===== config.mk =====
export PLATFORM = sky130hd
export DESIGN_NAME = rcs_clock_select
export DESIGN_NICKNAME = d
export VERILOG_FILES = /design/src/rtl/rcs_pkg.sv /design/src/rtl/rcs_ratio_gen.sv /design/src/rtl/rcs_axil_slave.sv /design/src/rtl/rcs_clock_select.sv
export SDC_FILE = /design/constraint.sdc
export NUM_CORES = 1
export LEC_CHECK = 0
export ABC_CLOCK_PERIOD_IN_PS = 5100
export CAP_MARGIN = 40
export CORE_MARGIN = 2
export CORE_UTILIZATION = 38
export DETAILED_ROUTE_END_ITERATION = 7
export DONT_BUFFER_PORTS = 1
export GPL_TIMING_DRIVEN = 0
export PLACE_DENSITY_LB_ADDON = 0.12
export SYNTH_ARGS = -nofsm -noshare
export SYNTH_HDL_FRONTEND = slang
export SYNTH_SLANG_ARGS = --single-unit

===== constraint.sdc =====
create_clock -name aclk -period 5.1 [get_ports aclk]
set_input_delay 1.02 -clock aclk [delete_from_list [all_inputs] [get_ports aclk]]
set_output_delay 1.02 -clock aclk [all_outputs]
set_load 0.02 [all_outputs]

===== src/rtl/rcs_pkg.sv =====
// Purpose: Constants and types for the sample clock select block
// Assumes: AXI4-Lite register access, one 50 MHz clock
// Notes:   Register index times four gives the byte address
// How it works
// Ext select bit picks pin clock
// L count field 27:16, resets 256
// M count field 15:4, resets 1563
// Fractional select takes fractional divider output
// Bypass bit skips ref divider, resets 0
// Bit 0 selects sample interface mode
// Software keeps reserved bits when writing
// Ref divider scales rate by L/M
package rcs_pkg;
    // ************************************************
    // Register map
    // ************************************************
    localparam logic [7:0]  CFG_IDX     = 8'h07;
    localparam logic [7:0]  TEST_IDX    = 8'h08;
    localparam logic [7:0]  CFG_ADDR    = 8'(CFG_IDX * 4);
    localparam logic [7:0]  TEST_ADDR   = 8'(TEST_IDX * 4);
    localparam logic [11:0] RST_L       = 12'h100;
    localparam logic [11:0] RST_M       = 12'h61B;
    localparam logic [31:0] RST_TEST    = 32'h01E0F401;
    localparam logic [1:0]  RESP_OKAY   = 2'h0;
    localparam logic [1:0]  RESP_SLVERR = 2'h2;
    // Fractional divider ratio, numerator over denominator
    localparam logic [11:0] FRAC_NUM    = 12'h001;
    localparam logic [11:0] FRAC_DEN    = 12'h002;

    // ************************************************
    // Types
    // ************************************************
    typedef struct packed {
        logic [2:0]  rsvd_hi;
        logic        external_sample_clock_select;
        logic [11:0] ref_divider_l_count;
        logic [11:0] ref_divider_m_count;
        logic        fractional_divider_select;
        logic        sample_clock_bypass_select;
        logic        rsvd_b1;
        logic        dsp_mode_select;
    } rcs_cfg_t;

    localparam rcs_cfg_t RST_CFG = '{3'h0, 1'b0, RST_L, RST_M,
                                     1'b0, 1'b0, 1'b1, 1'b0};

    typedef struct packed {
        logic        en;
        logic [7:0]  addr;
        logic [31:0] data;
        logic [3:0]  strb;
    } rcs_wreq_t;

    typedef enum logic [1:0] {
        SEL_NONE = 2'b00,
        SEL_CFG  = 2'b01,
        SEL_TEST = 2'b10
    } rcs_sel_t;

    // Address decode shared by write and read paths
    function automatic rcs_sel_t rcs_decode(input logic [7:0] a);
        if (a == CFG_ADDR) begin
            return SEL_CFG;
        end else if (a == TEST_ADDR) begin
            return SEL_TEST;
        end
        return SEL_NONE;
    endfunction

    // Byte-lane merge of a write into a stored word
    function automatic logic [31:0] rcs_merge(input logic [31:0] o,
                                              input logic [31:0] n,
                                              input logic [3:0]  s);
        logic [31:0] r;
        r = o;
        for (int i = 0; i < 4; i++) begin
            if (s[i]) begin
                r[i*8 +: 8] = n[i*8 +: 8];
            end
        end
        return r;
    endfunction
endpackage


===== src/rtl/rcs_ratio_gen.sv =====
// Purpose: Rate scaler, one tick per den/num advances
// Assumes: num not above den for a true division
// Notes:   den of zero gives a tick on every advance
`timescale 1ns/1ps
module rcs_ratio_gen
    import rcs_pkg::*;
(
    // Clock and reset
    input  wire logic        aclk,
    input  wire logic        aresetn,
    // Rate setting
    input  wire logic        adv,
    input  wire logic [11:0] num,
    input  wire logic [11:0] den,
    // Output
    output logic             tick_r
);
    logic [12:0] acc_r;
    logic [12:0] acc_nxt;
    logic [12:0] sum;
    logic        tick_nxt;

    // Accumulate num, wrap at den; wrap marks a tick
    always_comb begin
        sum      = acc_r + {1'b0, num};
        acc_nxt  = acc_r;
        tick_nxt = 1'b0;
        if (adv) begin
            if (den == 12'h000) begin
                acc_nxt  = 13'h0000;
                tick_nxt = 1'b1;
            end else if (sum >= {1'b0, den}) begin
                // A lowered den leaves acc above it; restart, no burst
                acc_nxt  = (acc_r >= {1'b0, den}) ? 13'h0000
                                                   : sum - {1'b0, den};
                tick_nxt = 1'b1;
            end else begin
                acc_nxt  = sum;
            end
        end
    end

    always_ff @(posedge aclk) begin
        if (!aresetn) begin
            acc_r  <= 13'h0000;
            tick_r <= 1'b0;
        end else begin
            acc_r  <= acc_nxt;
            tick_r <= tick_nxt;
        end
    end
endmodule


===== src/rtl/rcs_axil_slave.sv =====
// Purpose: AXI4-Lite slave front end, one write and one read at a time
// Assumes: Master holds valid and payload until ready
// Notes:   Unmapped addresses answer SLVERR, read data zero
`timescale 1ns/1ps
module rcs_axil_slave
    import rcs_pkg::*;
(
    // Clock and reset
    input  wire logic        aclk,
    input  wire logic        aresetn,
    // Write channels
    input  wire logic [7:0]  awaddr,
    input  wire logic        awvalid,
    output logic             awready,
    input  wire logic [31:0] wdata,
    input  wire logic [3:0]  wstrb,
    input  wire logic        wvalid,
    output logic             wready,
    output logic [1:0]       bresp,
    output logic             bvalid,
    input  wire logic        bready,
    // Read channels
    input  wire logic [7:0]  araddr,
    input  wire logic        arvalid,
    output logic             arready,
    output logic [31:0]      rdata,
    output logic [1:0]       rresp,
    output logic             rvalid,
    input  wire logic        rready,
    // Register side
    output rcs_wreq_t        wreq,
    output logic [7:0]       rd_addr,
    input  wire logic [31:0] rd_data
);
    logic        aw_full_r, aw_full_nxt, w_full_r, w_full_nxt;
    logic        ar_full_r, ar_full_nxt;
    logic        awready_nxt, wready_nxt, arready_nxt;
    logic        bvalid_nxt, rvalid_nxt;
    logic [1:0]  bresp_nxt, rresp_nxt;
    logic [7:0]  waddr_r, waddr_nxt, raddr_r, raddr_nxt;
    logic [31:0] wdata_r, wdata_nxt, rdata_nxt;
    logic [3:0]  wstrb_r, wstrb_nxt;
    logic        do_wr, wr_hit, rd_hit;

    assign do_wr   = aw_full_r && w_full_r && !bvalid;
    assign wr_hit  = rcs_decode(waddr_r) != SEL_NONE;
    assign rd_hit  = rcs_decode(raddr_r) != SEL_NONE;
    assign wreq    = '{do_wr && wr_hit, waddr_r, wdata_r, wstrb_r};
    assign rd_addr = raddr_r;

    // Channel bookkeeping; address and data may come in either order
    always_comb begin
        aw_full_nxt = aw_full_r;
        w_full_nxt  = w_full_r;
        ar_full_nxt = ar_full_r;
        waddr_nxt   = waddr_r;
        wdata_nxt   = wdata_r;
        wstrb_nxt   = wstrb_r;
        raddr_nxt   = raddr_r;
        bvalid_nxt  = bvalid;
        bresp_nxt   = bresp;
        rvalid_nxt  = rvalid;
        rresp_nxt   = rresp;
        rdata_nxt   = rdata;
        if (awvalid && awready) begin
            aw_full_nxt = 1'b1;
            waddr_nxt   = awaddr;
        end
        if (wvalid && wready) begin
            w_full_nxt = 1'b1;
            wdata_nxt  = wdata;
            wstrb_nxt  = wstrb;
        end
        if (bvalid && bready) begin
            bvalid_nxt = 1'b0;
        end
        if (do_wr) begin
            aw_full_nxt = 1'b0;
            w_full_nxt  = 1'b0;
            bvalid_nxt  = 1'b1;
            bresp_nxt   = wr_hit ? RESP_OKAY : RESP_SLVERR;
        end
        if (arvalid && arready) begin
            ar_full_nxt = 1'b1;
            raddr_nxt   = araddr;
        end
        if (rvalid && rready) begin
            rvalid_nxt = 1'b0;
        end
        if (ar_full_r && !rvalid) begin
            ar_full_nxt = 1'b0;
            rvalid_nxt  = 1'b1;
            rdata_nxt   = rd_data;
            rresp_nxt   = rd_hit ? RESP_OKAY : RESP_SLVERR;
        end
        // Ready only with room; holds off a second transfer
        awready_nxt = !aw_full_nxt && !bvalid_nxt;
        wready_nxt  = !w_full_nxt && !bvalid_nxt;
        arready_nxt = !ar_full_nxt && !rvalid_nxt;
    end

    always_ff @(posedge aclk) begin
        if (!aresetn) begin
            aw_full_r <= 1'b0;
            w_full_r  <= 1'b0;
            ar_full_r <= 1'b0;
            waddr_r   <= 8'h00;
            wdata_r   <= 32'h00000000;
            wstrb_r   <= 4'h0;
            raddr_r   <= 8'h00;
            awready   <= 1'b0;
            wready    <= 1'b0;
            arready   <= 1'b0;
            bvalid    <= 1'b0;
            bresp     <= RESP_OKAY;
            rvalid    <= 1'b0;
            rresp     <= RESP_OKAY;
            rdata     <= 32'h00000000;
        end else begin
            aw_full_r <= aw_full_nxt;
            w_full_r  <= w_full_nxt;
            ar_full_r <= ar_full_nxt;
            waddr_r   <= waddr_nxt;
            wdata_r   <= wdata_nxt;
            wstrb_r   <= wstrb_nxt;
            raddr_r   <= raddr_nxt;
            awready   <= awready_nxt;
            wready    <= wready_nxt;
            arready   <= arready_nxt;
            bvalid    <= bvalid_nxt;
            bresp     <= bresp_nxt;
            rvalid    <= rvalid_nxt;
            rresp     <= rresp_nxt;
            rdata     <= rdata_nxt;
        end
    end
endmodule


===== src/rtl/rcs_clock_select.sv =====
// Purpose: Clock configuration registers and sample clock selection
// Assumes: External sample clock pin is synchronous to aclk
// Notes:   Sample clock is given as a one-cycle enable tick on aclk
`timescale 1ns/1ps
module rcs_clock_select
    import rcs_pkg::*;
(
    // Clock and reset
    input  wire logic        aclk,
    input  wire logic        aresetn,
    // AXI4-Lite write
    input  wire logic [7:0]  s_axil_awaddr,
    input  wire logic        s_axil_awvalid,
    output logic             s_axil_awready,
    input  wire logic [31:0] s_axil_wdata,
    input  wire logic [3:0]  s_axil_wstrb,
    input  wire logic        s_axil_wvalid,
    output logic             s_axil_wready,
    output logic [1:0]       s_axil_bresp,
    output logic             s_axil_bvalid,
    input  wire logic        s_axil_bready,
    // AXI4-Lite read
    input  wire logic [7:0]  s_axil_araddr,
    input  wire logic        s_axil_arvalid,
    output logic             s_axil_arready,
    output logic [31:0]      s_axil_rdata,
    output logic [1:0]       s_axil_rresp,
    output logic             s_axil_rvalid,
    input  wire logic        s_axil_rready,
    // Clock pins and settings out
    input  wire logic        external_sample_clock_pin,
    output rcs_cfg_t         clock_cfg_r,
    output logic             sample_tick_r
);
    // ************************************************
    // Bus front end
    // ************************************************
    rcs_wreq_t   wreq;
    logic [7:0]  rd_addr;
    logic [31:0] rd_data;
    logic [31:0] test_r, test_nxt;
    rcs_cfg_t    cfg_nxt;

    rcs_axil_slave u_slave (
        .aclk    (aclk),
        .aresetn (aresetn),
        .awaddr  (s_axil_awaddr),
        .awvalid (s_axil_awvalid),
        .awready (s_axil_awready),
        .wdata   (s_axil_wdata),
        .wstrb   (s_axil_wstrb),
        .wvalid  (s_axil_wvalid),
        .wready  (s_axil_wready),
        .bresp   (s_axil_bresp),
        .bvalid  (s_axil_bvalid),
        .bready  (s_axil_bready),
        .araddr  (s_axil_araddr),
        .arvalid (s_axil_arvalid),
        .arready (s_axil_arready),
        .rdata   (s_axil_rdata),
        .rresp   (s_axil_rresp),
        .rvalid  (s_axil_rvalid),
        .rready  (s_axil_rready),
        .wreq    (wreq),
        .rd_addr (rd_addr),
        .rd_data (rd_data)
    );

    // ************************************************
    // Registers
    // ************************************************
    // Reserved bits are stored as written, so read-modify-write keeps them
    always_comb begin
        cfg_nxt  = clock_cfg_r;
        test_nxt = test_r;
        if (wreq.en && rcs_decode(wreq.addr) == SEL_CFG) begin
            cfg_nxt = rcs_cfg_t'(rcs_merge(clock_cfg_r, wreq.data,
                                           wreq.strb));
        end
        if (wreq.en && rcs_decode(wreq.addr) == SEL_TEST) begin
            test_nxt = rcs_merge(test_r, wreq.data, wreq.strb);
        end
    end

    // Read mux; unmapped reads return zero
    always_comb begin
        case (rcs_decode(rd_addr))
            SEL_CFG:  rd_data = clock_cfg_r;
            SEL_TEST: rd_data = test_r;
            default:  rd_data = 32'h00000000;
        endcase
    end

    always_ff @(posedge aclk) begin
        if (!aresetn) begin
            clock_cfg_r <= RST_CFG;
            test_r      <= RST_TEST;
        end else begin
            clock_cfg_r <= cfg_nxt;
            test_r      <= test_nxt;
        end
    end

    // ************************************************
    // Sample clock path
    // ************************************************
    logic ref_tick, frac_tick, path_tick, int_tick;
    logic ext_d_r, ext_d_nxt, ext_edge, sample_nxt;

    // Reference divider/multiplier, rate scaled by L over M
    rcs_ratio_gen u_ref_div (
        .aclk    (aclk),
        .aresetn (aresetn),
        .adv     (1'b1),
        .num     (clock_cfg_r.ref_divider_l_count),
        .den     (clock_cfg_r.ref_divider_m_count),
        .tick_r  (ref_tick)
    );

    // Fractional divider fed from the selected reference path
    rcs_ratio_gen u_frac_div (
        .aclk    (aclk),
        .aresetn (aresetn),
        .adv     (path_tick),
        .num     (FRAC_NUM),
        .den     (FRAC_DEN),
        .tick_r  (frac_tick)
    );

    // Bypass and fractional selection, then internal or pin source
    always_comb begin
        path_tick = clock_cfg_r.sample_clock_bypass_select ?
                    1'b1 : ref_tick;
        int_tick  = clock_cfg_r.fractional_divider_select ?
                    frac_tick : path_tick;
        ext_d_nxt = external_sample_clock_pin;
        ext_edge  = external_sample_clock_pin && !ext_d_r;
        sample_nxt = clock_cfg_r.external_sample_clock_select ?
                     ext_edge : int_tick;
    end

    // Edge detect on the pin costs one cycle of latency
    always_ff @(posedge aclk) begin
        if (!aresetn) begin
            ext_d_r       <= 1'b0;
            sample_tick_r <= 1'b0;
        end else begin
            ext_d_r       <= ext_d_nxt;
            sample_tick_r <= sample_nxt;
        end
    end

    // ************************************************
    // Assertions
    // ************************************************
    logic cfg_sel;
    assign cfg_sel = clock_cfg_r.external_sample_clock_select;

    a_ext_pin_edge: assert property (
        @(posedge aclk) disable iff (!aresetn)
        (cfg_sel && external_sample_clock_pin && !ext_d_r) |=> sample_tick_r)
        else $error("pin edge not passed to sample tick");

    a_l_reset_val: assert property (
        @(posedge aclk) !aresetn |=>
        clock_cfg_r.ref_divider_l_count == RST_L)
        else $error("L count reset value wrong");

    a_m_reset_val: assert property (
        @(posedge aclk) !aresetn |=>
        clock_cfg_r.ref_divider_m_count == RST_M)
        else $error("M count reset value wrong");

    a_frac_gate: assert property (
        @(posedge aclk) disable iff (!aresetn)
        (!cfg_sel && clock_cfg_r.fractional_divider_select && !frac_tick)
        |=> !sample_tick_r)
        else $error("tick without fractional divider output");

    a_bypass_every: assert property (
        @(posedge aclk) disable iff (!aresetn)
        (!cfg_sel && !clock_cfg_r.fractional_divider_select &&
         clock_cfg_r.sample_clock_bypass_select) |=> sample_tick_r)
        else $error("bypass did not pass reference clock");

    a_mode_write: assert property (
        @(posedge aclk) disable iff (!aresetn)
        (wreq.en && wreq.addr == CFG_ADDR && wreq.strb[0])
        |=> clock_cfg_r.dsp_mode_select == $past(wreq.data[0]))
        else $error("interface mode bit not written");

    a_ref_ratio: assert property (
        @(posedge aclk) disable iff (!aresetn)
        (clock_cfg_r.ref_divider_l_count == 12'h001 &&
         clock_cfg_r.ref_divider_m_count == 12'h002 && ref_tick
         && $stable(clock_cfg_r)) |=> !ref_tick)
        else $error("ratio one half gave back to back ticks");

    c_ext_used: cover property (@(posedge aclk) cfg_sel && sample_tick_r);
    c_frac_used: cover property (@(posedge aclk)
        clock_cfg_r.fractional_divider_select && sample_tick_r);
    c_cfg_write: cover property (@(posedge aclk)
        wreq.en && wreq.addr == CFG_ADDR);
endmodule


* After elaboration in Yosys (flattened, before gate mapping)
Index checks and enable logic that the tools add are counted.
Storage, ports and cells: output and inout port bits 74, input port bits 60, bits in registers 190
Operators by class: equality and inequality tests 8, add/subtract/negate cells 4, order comparisons 4, reduce and logical (&&, ||, !) cells 36, muxes and demuxes 33, bitwise operators 1
Operators by type and width (number):
- case mux 32 bit (2 select lines) | 1
- 2-to-1 mux 13 bit | 4
- greater-or-equal comparator 13 x 12 -> 1 bit | 2
- greater-or-equal comparator 13 x 2 -> 1 bit (second input constant) | 2
- 2-to-1 mux 1 bit | 20
- AND reduction 2 bit | 9
- equality test 8 x 5 -> 1 bit (second input constant) | 2
- equality test 8 x 6 -> 1 bit (second input constant) | 2
- 2-to-1 mux 2 bit | 8
- logical AND 1 bit | 15
- adder 13 x 1 -> 13 bit (second input constant) | 1
- adder 13 x 12 -> 13 bit | 1
- subtractor 13 x 12 -> 13 bit | 1
- subtractor 13 x 2 -> 13 bit (second input constant) | 1
- logical NOT 12 bit | 1
- logical NOT 1 bit | 8
- equality test 2 x 1 -> 1 bit (second input constant) | 2
- equality test 2 bit (second input constant) | 2
- nonzero test 2 bit | 2
- OR reduction 2 bit | 1
- inverter 1 bit | 1

* Longest topological paths before layout
Gate-level depths: netlist of run 1.
word-level depth 8, depth in mapped cells 19

* By module
From an unflattened synthesis of run 1, not the netlist that was laid out.
Second synthesis, totals: cells, all modules 1283, area, all modules 10816.6 µm²
By module, submodules not included:
- rcs_axil_slave | cells each 413, instances 1, area each 3505.9 µm², seq. area each 1881.8 µm²
- rcs_clock_select | cells each 357, instances 1, area each 3208.1 µm², seq. area each 1321.3 µm²
- rcs_ratio_gen at u_frac_div | cells each 267, instances 1, area each 2085.8 µm², seq. area each 280.3 µm²
- rcs_ratio_gen at u_ref_div | cells each 246, instances 1, area each 2016.9 µm², seq. area each 280.3 µm²

* Worst setup path before layout of run 1
Ideal clock, no wire load.
path kind reg-to-reg, start register clock_cfg_r[16] (netlist name), end register u_ref_div.acc_r[4], clock period less this slack 3.735 ns, path slack 1.365 ns, data arrival time 3.664 ns, required time 5.029 ns, stages on the path, launching flop included 20, cells stage by stage dfxtp_1 ha_1 inv_1 fa_1 nor2b_1 o31a_1 o31a_1 o21a_1 nor2_1 xnor2_1 ha_1 a21oi_1 nand2b_1 nand2b_1 a21o_1 o21ai_1 o21ai_1 buf_2 a211o_1 a21oi_1
Between the ends: word-level cells in the longest chain between the ends 4
RTL lines:
- start: declaration | RTL line rcs_clock_select.sv:32 | output rcs_cfg_t clock_cfg_r,
- start signal: assignment | RTL line rcs_clock_select.sv:99 | clock_cfg_r <= cfg_nxt;
- adder 13 x 12 -> 13 bit * | RTL line rcs_ratio_gen.sv:25 | sum = acc_r + {1'b0, num};
- subtractor 13 x 12 -> 13 bit | RTL line rcs_ratio_gen.sv:35 | : sum - {1'b0, den};
- 2-to-1 mux 13 bit | RTL line rcs_ratio_gen.sv:34 | acc_nxt = (acc_r >= {1'b0, den}) ? 13'h0000
- 2-to-1 mux 13 bit * | RTL line rcs_ratio_gen.sv:32 | end else if (sum >= {1'b0, den}) begin
- end signal: assignment | RTL line rcs_ratio_gen.sv:48 | acc_r <= acc_nxt;
- end: declaration | RTL line rcs_ratio_gen.sv:18 | logic [12:0] acc_r;
Every way passes the cells marked *; elsewhere a longest branch is shown, timed or not. A chain may end at the register's enable or synchronous reset.

* Worst setup path after layout of run 1
Same ends and word-level chain as after synthesis.

==> results of run 1 <==
-- worst paths after layout --
check / from / endpoint / slack, ps / cells past startpoint
max: clock_cfg_r[16] / u_ref_div.acc_r[4] / 600 / 19
min reg2reg: u_slave.aw_full_r / u_slave.awready / 460 / 1
max reg2reg: clock_cfg_r[16] / u_ref_div.acc_r[4] / 600 / 19
min: u_slave.aw_full_r / u_slave.awready / 460 / 1
-- synth_stat cells (all sizes together), types with 11 or more instances --
| cell | instances |
|---|---|
| nor3 | 16 |
| nand3 | 108 |
| ha | 40 |
| a22oi | 33 |
| buf | 19 |
| nor2 | 48 |
| nand2 | 231 |
| o21ai | 52 |
| dfxtp | 188 |
| a21boi | 103 |
| a21oi | 28 |
| clkbuf | 52 |
| xnor2 | 18 |
| inv | 27 |
| nor2b | 11 |
-- registers in the layout, summed over array words and instances, names as in the netlist, 8 cells and up --
signal and flops:
u_slave.wdata_r 32, u_frac_div.acc_r 13, u_ref_div.acc_r 13, test_r 32, clock_cfg_r 31, u_slave.rd_addr 8
u_slave.rdata 32, u_slave.waddr_r 8
-- cell families (layout without fill, tap and decap cells) --
family,after synthesis,in the layout
AND/OR/NAND/NOR,478,478
AO/OA/AOI/OAI,276,276
flip-flops,188,188
buffers and inverters,98,132
adder cells (fa/ha/maj),42,42
XOR/XNOR,24,24
multiplexers,7,7
other,1,2
-- power by group --
group	switching, mW	total (mW)	internal [mW]
Sequential	0.0293	1.53	1.50
Combinational	0.120	0.181	0.0615
Clock	0.575	1.43	0.854
-- metrics by stage --
stage | total power [mW] | setup WS (ps)
final | 3.14 | 599
after global routing | 3.24 | 301
after CTS | 3.16 | 548
after detailed placement | 1.74 | 573
after global placement | 1.74 | 597
after floorplan | 1.68 | 1360
-- worst register-to-register path: stages (launching register included) --
cell	delay [ps]
dfxtp_1	530
ha_1	270
inv_1	70
fa_1	410
nor2b_1	170
o31a_1	210
o31a_1	270
o21a_1	150
nor2_1	40
xnor2_1	270
ha_1	350
a21oi_1	170
nand2b_1	140
nand2b_1	60
a21o_1	200
o21ai_1	300
o21ai_1	200
buf_2	240
a211o_1	290
a21oi_1	110
-- routing by layer --
| layer | GRT usage [%] | vias to the layer above |
|---|---|---|
| met3 | 5.58 | 18 |
| met4 | 4.09 | 0 |
| li1 | - | 3946 |
| met2 | 36.3 | 153 |
| met5 | 0 | - |
| met1 | 29.0 | 3720 |
-- layout make-up --
cell class | instances | area share [%]
multi-input cells | 829 | 48.7
flip-flops and latches | 188 | 36.6
clock buffers | 24 | 4.98
well taps | 319 | 3.88
plain buffers | 71 | 3.39
clock inverters | 8 | 1.25
inverters | 27 | 0.986
repair buffers | 2 | 0.146
==> impl_metrics.toml, run 1 <==
[sta]
slew_headroom_pct = 42.0
fin_crit_ps = 4500
whs_ps = 463
skew_ps = 12.6
tns_ps = 0
drv_slew = 0
setup_viol = 0
period_share_pct = 88.3
fmax_mhz = 222
hold_viol = 0
tightest_slew_ps = 867
rsz0062_at_grt = "false"

[layout]
seq_area_um2 = 3760
stdcell_count = 1468
layout_commonest_cell = "nand2_1"
final_layout_size_suffix_gt1_share_pct = 6.35
final_nets = 1238
diodes = 0
multi_input_area_um2 = 5010
fin_util_pct = 43.5
fin_area_um2 = 10300
n_fill_cell = 2406
synthToLayoutAreaGrowth_pct = 11.6
final_cell_mix = "nand2_1 (230), dfxtp_1 (188), nand3_1 (107)"

[synth]
synth_simple_gate_area_share_pct = 24.4
synth_compound_area_share_pct = 20.9
ys_warn_count = 0
syn_area_um2 = 9210
synth_area_leader_cell = "dfxtp_1"
ys_top_cells_by_area = "dfxtp_1 (41%), nand2_1 (9.4%), a21boi_0 (8.4%), nand3_1 (5.8%), ha_1 (5.4%)"
muxShareOfSynthArea_pct = 0.788
synth_xor_area_share_pct = 2.28
synth_cell_types = 75
ys.flop_type = "dfxtp_1"
syn_area_per_cell_um2 = 8.27
synthCells = 1114
synth-edff-count = 0
synth_top_family_by_area = "simple AND/OR/NAND/NOR gates"
yosysTopAreaCellShare_pct = 40.9
synth_seq_cells = 188
synth_fa_ha_area_share_pct = 5.87
ys_seq_area_share_pct = 40.9
async_flop_share_pct = 0

[power]
vdd_drop_max_mv = 0.229
p_leak_nw = 3.77
power_per_cell_area_nw_per_um2 = 305

[critical_path]
cp.required_ps = 5460
max_stage_delay_ps = 530
cp-end-kind = "flip-flop"
worstSetupPathType = "reg -> reg"
critPathSlowestCell = "dfxtp_1"
worstPathBufferInverterCount = 2
startpoint_type = "flip-flop"
worstPathCellList = "ha_1, inv_1, fa_1, nor2b_1, o31a_1, o31a_1, o21a_1, nor2_1, xnor2_1, ha_1, a21oi_1, nand2b_1, nand2b_1, a21o_1, o21ai_1, o21ai_1, buf_2, a211o_1, a21oi_1"
cp.arrival_ps = 4860
crit_fanout = 10
critical_path.top_delay_family = "compound AO/OA/AOI/OAI gates"

[routing]
dr_wl_met2_mm = 13.0
firstDrtPassIters = 4
drt-met1-wl_mm = 13.0
vias = 7837
antenna_left = 0
drtIter0Drc = 345
wl_mm = 28.0
drcViolationCount = 0
routedWlPerCell_um = 19.1
top_layer_used = "met4"
wl_met3_mm = 1.71
avgViaCountPerCell = 5.34

[clock_network]
clock_sinks = 188
clockRootBuffer = "clkbuf_16"
h-tree-depth = 4
cts_tree = "yes"
cts_max_path_buffers = 2
cts_inserted_buffers = 17
cts-resized-gates = 0
post-cts-setup-buffer-count = 0
holdBufCountCts = 0
clk_latency_ps = 430
clkTransAtPathRegs_ps = 80

[die]
dieArea_um2 = 25500
io_pins = 134
die_x_um = 160
die_h_um = 160
rows = 56
start_util_pct = 39.0
core_region_area_um2 = 23600

[global_routing]
grt_max_degree = 17
grt_pass1_wl_mm = 43.8
gr-total-overflow = 0
grt_usage_pct = 21.9
grt_antenna_before_repair = 1
grt_pass1_vias = 7585

[status]
outcome = "finished clean"

[worst_hold_path]
hp-class = "reg -> reg"

[flow_run]
drv_cap = 0

[placement]
place_congestion = 0.815
dp.final_hpwl_mm = 21.4
port_buffers = 0
placed_cells = 1436
dpl-instance-area_um2 = 9630
No activity file was read; power rests on OpenSTA's default activity.
==> inputs of run 2 (changes only) <==
- CORE_MARGIN: 2 -> default
==> run 2 against run 1 <==
Via count increased by 0.27%. Die area decreased by 2.5%. Global-route usage grew 1.4 points. Sequential share of layout area up 0.11 points. Clock-buffer cell count down 7. Cell count barely moved. Final area fell by 0.30%. Combinational power about the same. Flip-flop and latch count is the same. Critical endpoint unchanged.
==> impl_metrics.toml, run 2 (same netlist as run 1, synthesis figures left out) <==
[critical_path]
worstPathCellList = "ha_1, inv_1, fa_1, nor2b_1, o31a_1, o31a_1, o21a_1, nor2_1, xnor2_1, ha_1, a21oi_1, nand2b_1, nand2b_1, a21o_1, o21ai_1, o21ai_1, buf_2, a211o_1, a21oi_1"
cp.arrival_ps = 4860
critPathSlowestCell = "dfxtp_1"
worstPathBufferInverterCount = 2
cp.depth = 19
cp.required_ps = 5470
max_stage_delay_ps = 540
rr_worst_depth = 19
worstSetupPathType = "reg -> reg"
crit_fanout = 10
critical_path.top_delay_family = "compound AO/OA/AOI/OAI gates"
cp-end-kind = "flip-flop"
startpoint_type = "flip-flop"

[layout]
multi_input_area_um2 = 5000
n_fill_cell = 2413
final_layout_size_suffix_gt1_share_pct = 6.43
diodes = 0
seq_area_um2 = 3760
final_nets = 1239
synthToLayoutAreaGrowth_pct = 11.2
reg_top3 = "test_r: 32 flops, u_slave.rdata: 32 flops, u_slave.wdata_r: 32 flops"
layout_commonest_cell = "nand2_1"
final_cell_mix = "nand2_1 (230), dfxtp_1 (188), nand3_1 (107)"

[sta]
period_share_pct = 87.9
rsz0062_at_grt = "false"
drv_slew = 0
timing.final.ws_setup_ps = 615
skew_ps = 11.7
setup_viol = 0
fin_crit_ps = 4480
tightest_slew_ps = 715
fmax_mhz = 223
hold_viol = 0
slew_headroom_pct = 52.3
whs_ps = 456
tns_ps = 0

[worst_hold_path]
hp-class = "reg -> reg"
hold_depth = 1

[routing]
avgViaCountPerCell = 5.35
vias = 7858
drcViolationCount = 0
wl_mm = 28.0
routedWlPerCell_um = 19.0
firstDrtPassIters = 5
antenna_left = 0
drtIter0Drc = 555

[clock_network]
clock_sinks = 188
cts-resized-gates = 0
cts_inserted_buffers = 17
cts_tree = "yes"
cts_max_path_buffers = 2
post-cts-setup-buffer-count = 0
clockRootBuffer = "clkbuf_16"
clkTransAtPathRegs_ps = 80
h-tree-depth = 4
holdBufCountCts = 0
clk_latency_ps = 440

[power]
vdd_drop_max_mv = 0.251
p_leak_nw = 3.75
power_per_cell_area_nw_per_um2 = 303

[placement]
dp.final_hpwl_mm = 21.0
place_congestion = 0.846
post-place-ws_ps = 567
port_buffers = 0

[die]
rows = 56
die_h_um = 158
die_x_um = 158
dieArea_um2 = 24900
start_util_pct = 39.0
io_pins = 134
core_region_area_um2 = 23600

[global_routing]
grt_pass1_wl_mm = 43.6
grt_antenna_before_repair = 0
grt_max_degree = 18
gr-total-overflow = 0
grt_pass1_vias = 7519
grt_usage_pct = 23.3

[flow_run]
drv_cap = 0

[status]
outcome = "finished clean"
run 2: cell types whose count changed in the layout (fill, tap and decap cells not counted), sizes merged:
| cell | before | now |
|---|---|---|
| buf | 21 | 22 |
| inv | 28 | 33 |
| clkinv | 3 | 2 |
| clkbuf | 76 | 69 |
| clkinvlp | 1 | 4 |
run 2: layer usage:
layer	wire length [µm]	GRT usage, %	share of wire (%)
met1	12800	30.5	46
met2	13200	38.2	47
met3	1740	5.78	6.2
met4	211	5.50	0.75
met5	0	0	0
run 2: final timing paths:
check             slack (ps)                  to               from
setup / recovery         620  u_ref_div.acc_r[4]    clock_cfg_r[16]
hold / removal           460     u_slave.awready  u_slave.aw_full_r
setup reg to reg         620  u_ref_div.acc_r[4]    clock_cfg_r[16]
hold reg to reg          460     u_slave.awready  u_slave.aw_full_r
run 2: where the power goes:
part           leakage [nW]  switching, mW  internal [mW]
clock                 0.289          0.616          0.781
combinational          1.94          0.120         0.0610
sequential             1.52         0.0290           1.50
total                  3.75          0.765           2.34
run 2: metrics by stage:
stage	std cells	cell area, µm²	util, %	power (mW)
global placement	1434	9610	40.7	1.74
floorplan	1115	9210	-	1.68
CTS	1469	10200	43.4	3.13
global route	1469	10200	43.4	3.22
detailed placement	1437	9630	40.8	1.74
finish	1469	10200	43.4	3.10
run 2: area by class of cell:
class,instances,area share (%)
Sequential cell,188,36.7
Multi-Input combinational cell,829,48.8
Clock inverter,15,1.81
Buffer,71,3.40
Inverter,27,0.989
Clock buffer,17,4.15
Tap cell,319,3.90
Timing Repair Buffer,3,0.195
==> inputs of run 3 (changes only) <==
- SYNTH_HIERARCHICAL: default -> 1
==> run 3 against run 2 <==
Critical path depth fell by 3. Routed wire length rose by 14%. Core utilization fell by 0.058 points. First-iteration DRC count fell by 26%. Cell count rose by 18%. Flip-flop and latch count did not move. Register-to-register slack got worse by 160 ps. Die area rose by 17%. Global-route usage fell by 0.75 points. Critical path type unchanged.
==> impl_metrics.toml, run 3 <==
[critical_path]
cp.required_ps = 5480
startpoint_type = "flip-flop"
cp-end-kind = "flip-flop"
worstSetupPathType = "reg -> reg"
crit_fanout = 6
r2r_slack_ps = 450
cp.arrival_ps = 5030

[power]
p_switching_uw = 961
p_leak_nw = 4.89
vdd_drop_max_mv = 0.193
switching_share_pct = 29.5
p_clk_share_pct = 43.5
power_per_cell_area_nw_per_um2 = 270
combPwrFrac_pct = 9.6
power_mw = 3.26
p_int_mw = 2.30
seq_power_share_pct = 46.8

[clock_network]
cts-resized-gates = 0
clkTransAtPathRegs_ps = 90
post-cts-setup-buffer-count = 0
h-tree-depth = 4
clockRootBuffer = "clkbuf_16"
cts_max_path_buffers = 2
holdBufCountCts = 0
clock_sinks = 188
cts_inserted_buffers = 17
cts_tree = "yes"
clk_latency_ps = 450

[placement]
place_congestion = 0.826
port_buffers = 0
dp.final_hpwl_mm = 25.1

[worst_hold_path]
hp-class = "reg -> reg"

[sta]
hold_viol = 0
drv_slew = 0
slew_headroom_pct = 48.1
fmax_mhz = 215
period_share_pct = 91.2
skew_ps = 20.7
tightest_slew_ps = 779
tns_ps = 0
setup_viol = 0
whs_ps = 460
fin_crit_ps = 4650
rsz0062_at_grt = "false"

[die]
die_h_um = 171
rows = 61
dieArea_um2 = 29100
core_region_area_um2 = 27900
start_util_pct = 38.8
die_x_um = 171
io_pins = 134

[routing]
avgViaCountPerCell = 5.17
antenna_left = 0
vias = 8970
drtIter0Drc = 409
routedWlPerCell_um = 18.4
wl_mm = 32.0
firstDrtPassIters = 5
drcViolationCount = 0

[synth]
synth_common_cells = "nand2_1 (269), dfxtp_1 (188), a21boi_0 (89)"
ys_seq_area_share_pct = 34.8
synthCells = 1283
ys_warn_count = 6
syn_area_per_cell_um2 = 8.43
ys_top_cells_by_area = "dfxtp_1 (35%), nand2_1 (9.3%), ha_1 (8.3%), a21boi_0 (6.2%), mux2i_1 (6.0%)"
yosysTopAreaCellShare_pct = 34.8
yosysMostFrequentCell = "nand2_1"
synth_cell_types = 73
ys.flop_type = "dfxtp_1"
synth_area_leader_cell = "dfxtp_1"
synth_seq_cells = 188
syn_area_um2 = 10800
async_flop_share_pct = 0
synth-edff-count = 0

[global_routing]
grt_pass1_vias = 9114
gr-total-overflow = 0
grt_pass1_wl_mm = 50.0
grt_antenna_before_repair = 0
grt_usage_pct = 22.5
grt_max_degree = 23

[layout]
final_cell_mix = "nand2_1 (269), dfxtp_1 (188), a21boi_0 (89)"
reg_top3 = "test_r: 32 flops, u_slave/rdata: 32 flops, u_slave/wdata_r: 32 flops"
final_nets = 1479
fin_util_pct = 43.3
n_fill_cell = 2842
final_layout_size_suffix_gt1_share_pct = 6.19
diodes = 0
layout_commonest_cell = "nand2_1"
synthToLayoutAreaGrowth_pct = 11.6

[status]
outcome = "finished clean"

[flow_run]
drv_cap = 0
## run 3: changes by cell type after synthesis, sizes merged, moves of 22 or more
cell,delta
mux2i,+60
ha,+32
nand2,+38
nand3,-90
nor2b,+34
o21ai,-22
## run 3: area by class of cell
| cell class | instances | area, µm² | area share (%) |
|---|---|---|---|
| multi-input combinational | 1021 | 6670 | 55.3 |
| inverter | 47 | 176 | 1.46 |
| buffer | 68 | 358 | 2.96 |
| clock buffer | 17 | 425 | 3.52 |
| clock inverter | 15 | 200 | 1.66 |
| sequential | 188 | 3760 | 31.2 |
| tap | 378 | 473 | 3.92 |
## run 3: stage by stage
| step | setup WS [ps] | cell area [µm²] | std cells |
|---|---|---|---|
| after global routing | 53.2 | 12100 | 1734 |
| after floorplan | 1530 | 11000 | 1324 |
| after detailed placement | 460 | 11400 | 1702 |
| after CTS | 436 | 12100 | 1734 |
| after global placement | 450 | 11400 | 1702 |
| final | 451 | 12100 | 1734 |
## run 3: layer usage
| layer | share of wire, % | track usage (%) |
|---|---|---|
| met1 | 43 | 26.9 |
| met5 | 0 | 0 |
| met4 | 1.9 | 7.01 |
| met2 | 49 | 39.7 |
| met3 | 6.0 | 5.27 |
## run 3: final timing paths
kind,startpoint,cells past startpoint,endpoint
max,u_frac_div/acc_r[0],16,u_frac_div/acc_r[2]
min,u_slave/aw_full_r,1,u_slave/awready
max reg2reg,u_frac_div/acc_r[0],16,u_frac_div/acc_r[2]
min reg2reg,u_slave/aw_full_r,1,u_slave/awready
## run 3: kinds of logic after synthesis
logic type | share of synthesized area, %
AOI/OAI and AO/OA | 19.5
other | 0.104
muxes | 6.02
DFF | 34.8
buffers and inverters | 4.94
adders and majority gates | 9.07
xor gates and xnor gates | 2.83
and+or+nand+nor | 22.7
## run 3: worst max-delay path: stages (launching register included)
cell and delay (ps):
dfxtp_1 330, ha_1 210, inv_1 70, fa_1 230
nor2b_1 80, o31ai_1 540, or3b_2 500, a211oi_1 250
nor2_1 100, ha_1 240, a21o_1 180, a221oi_1 300
nand2_1 140, o21ai_0 600, and3_1 260, clkbuf_1 330
a221o_1 230
## run 3: power groups by stage
stage	clock, mW	sequential (mW)	combinational, mW
after global routing	1.50	1.53	0.355
after CTS	1.44	1.53	0.313
after global placement	0	1.56	0.309
final	1.42	1.52	0.314
after floorplan	0	1.55	0.238
after detailed placement	0	1.56	0.312
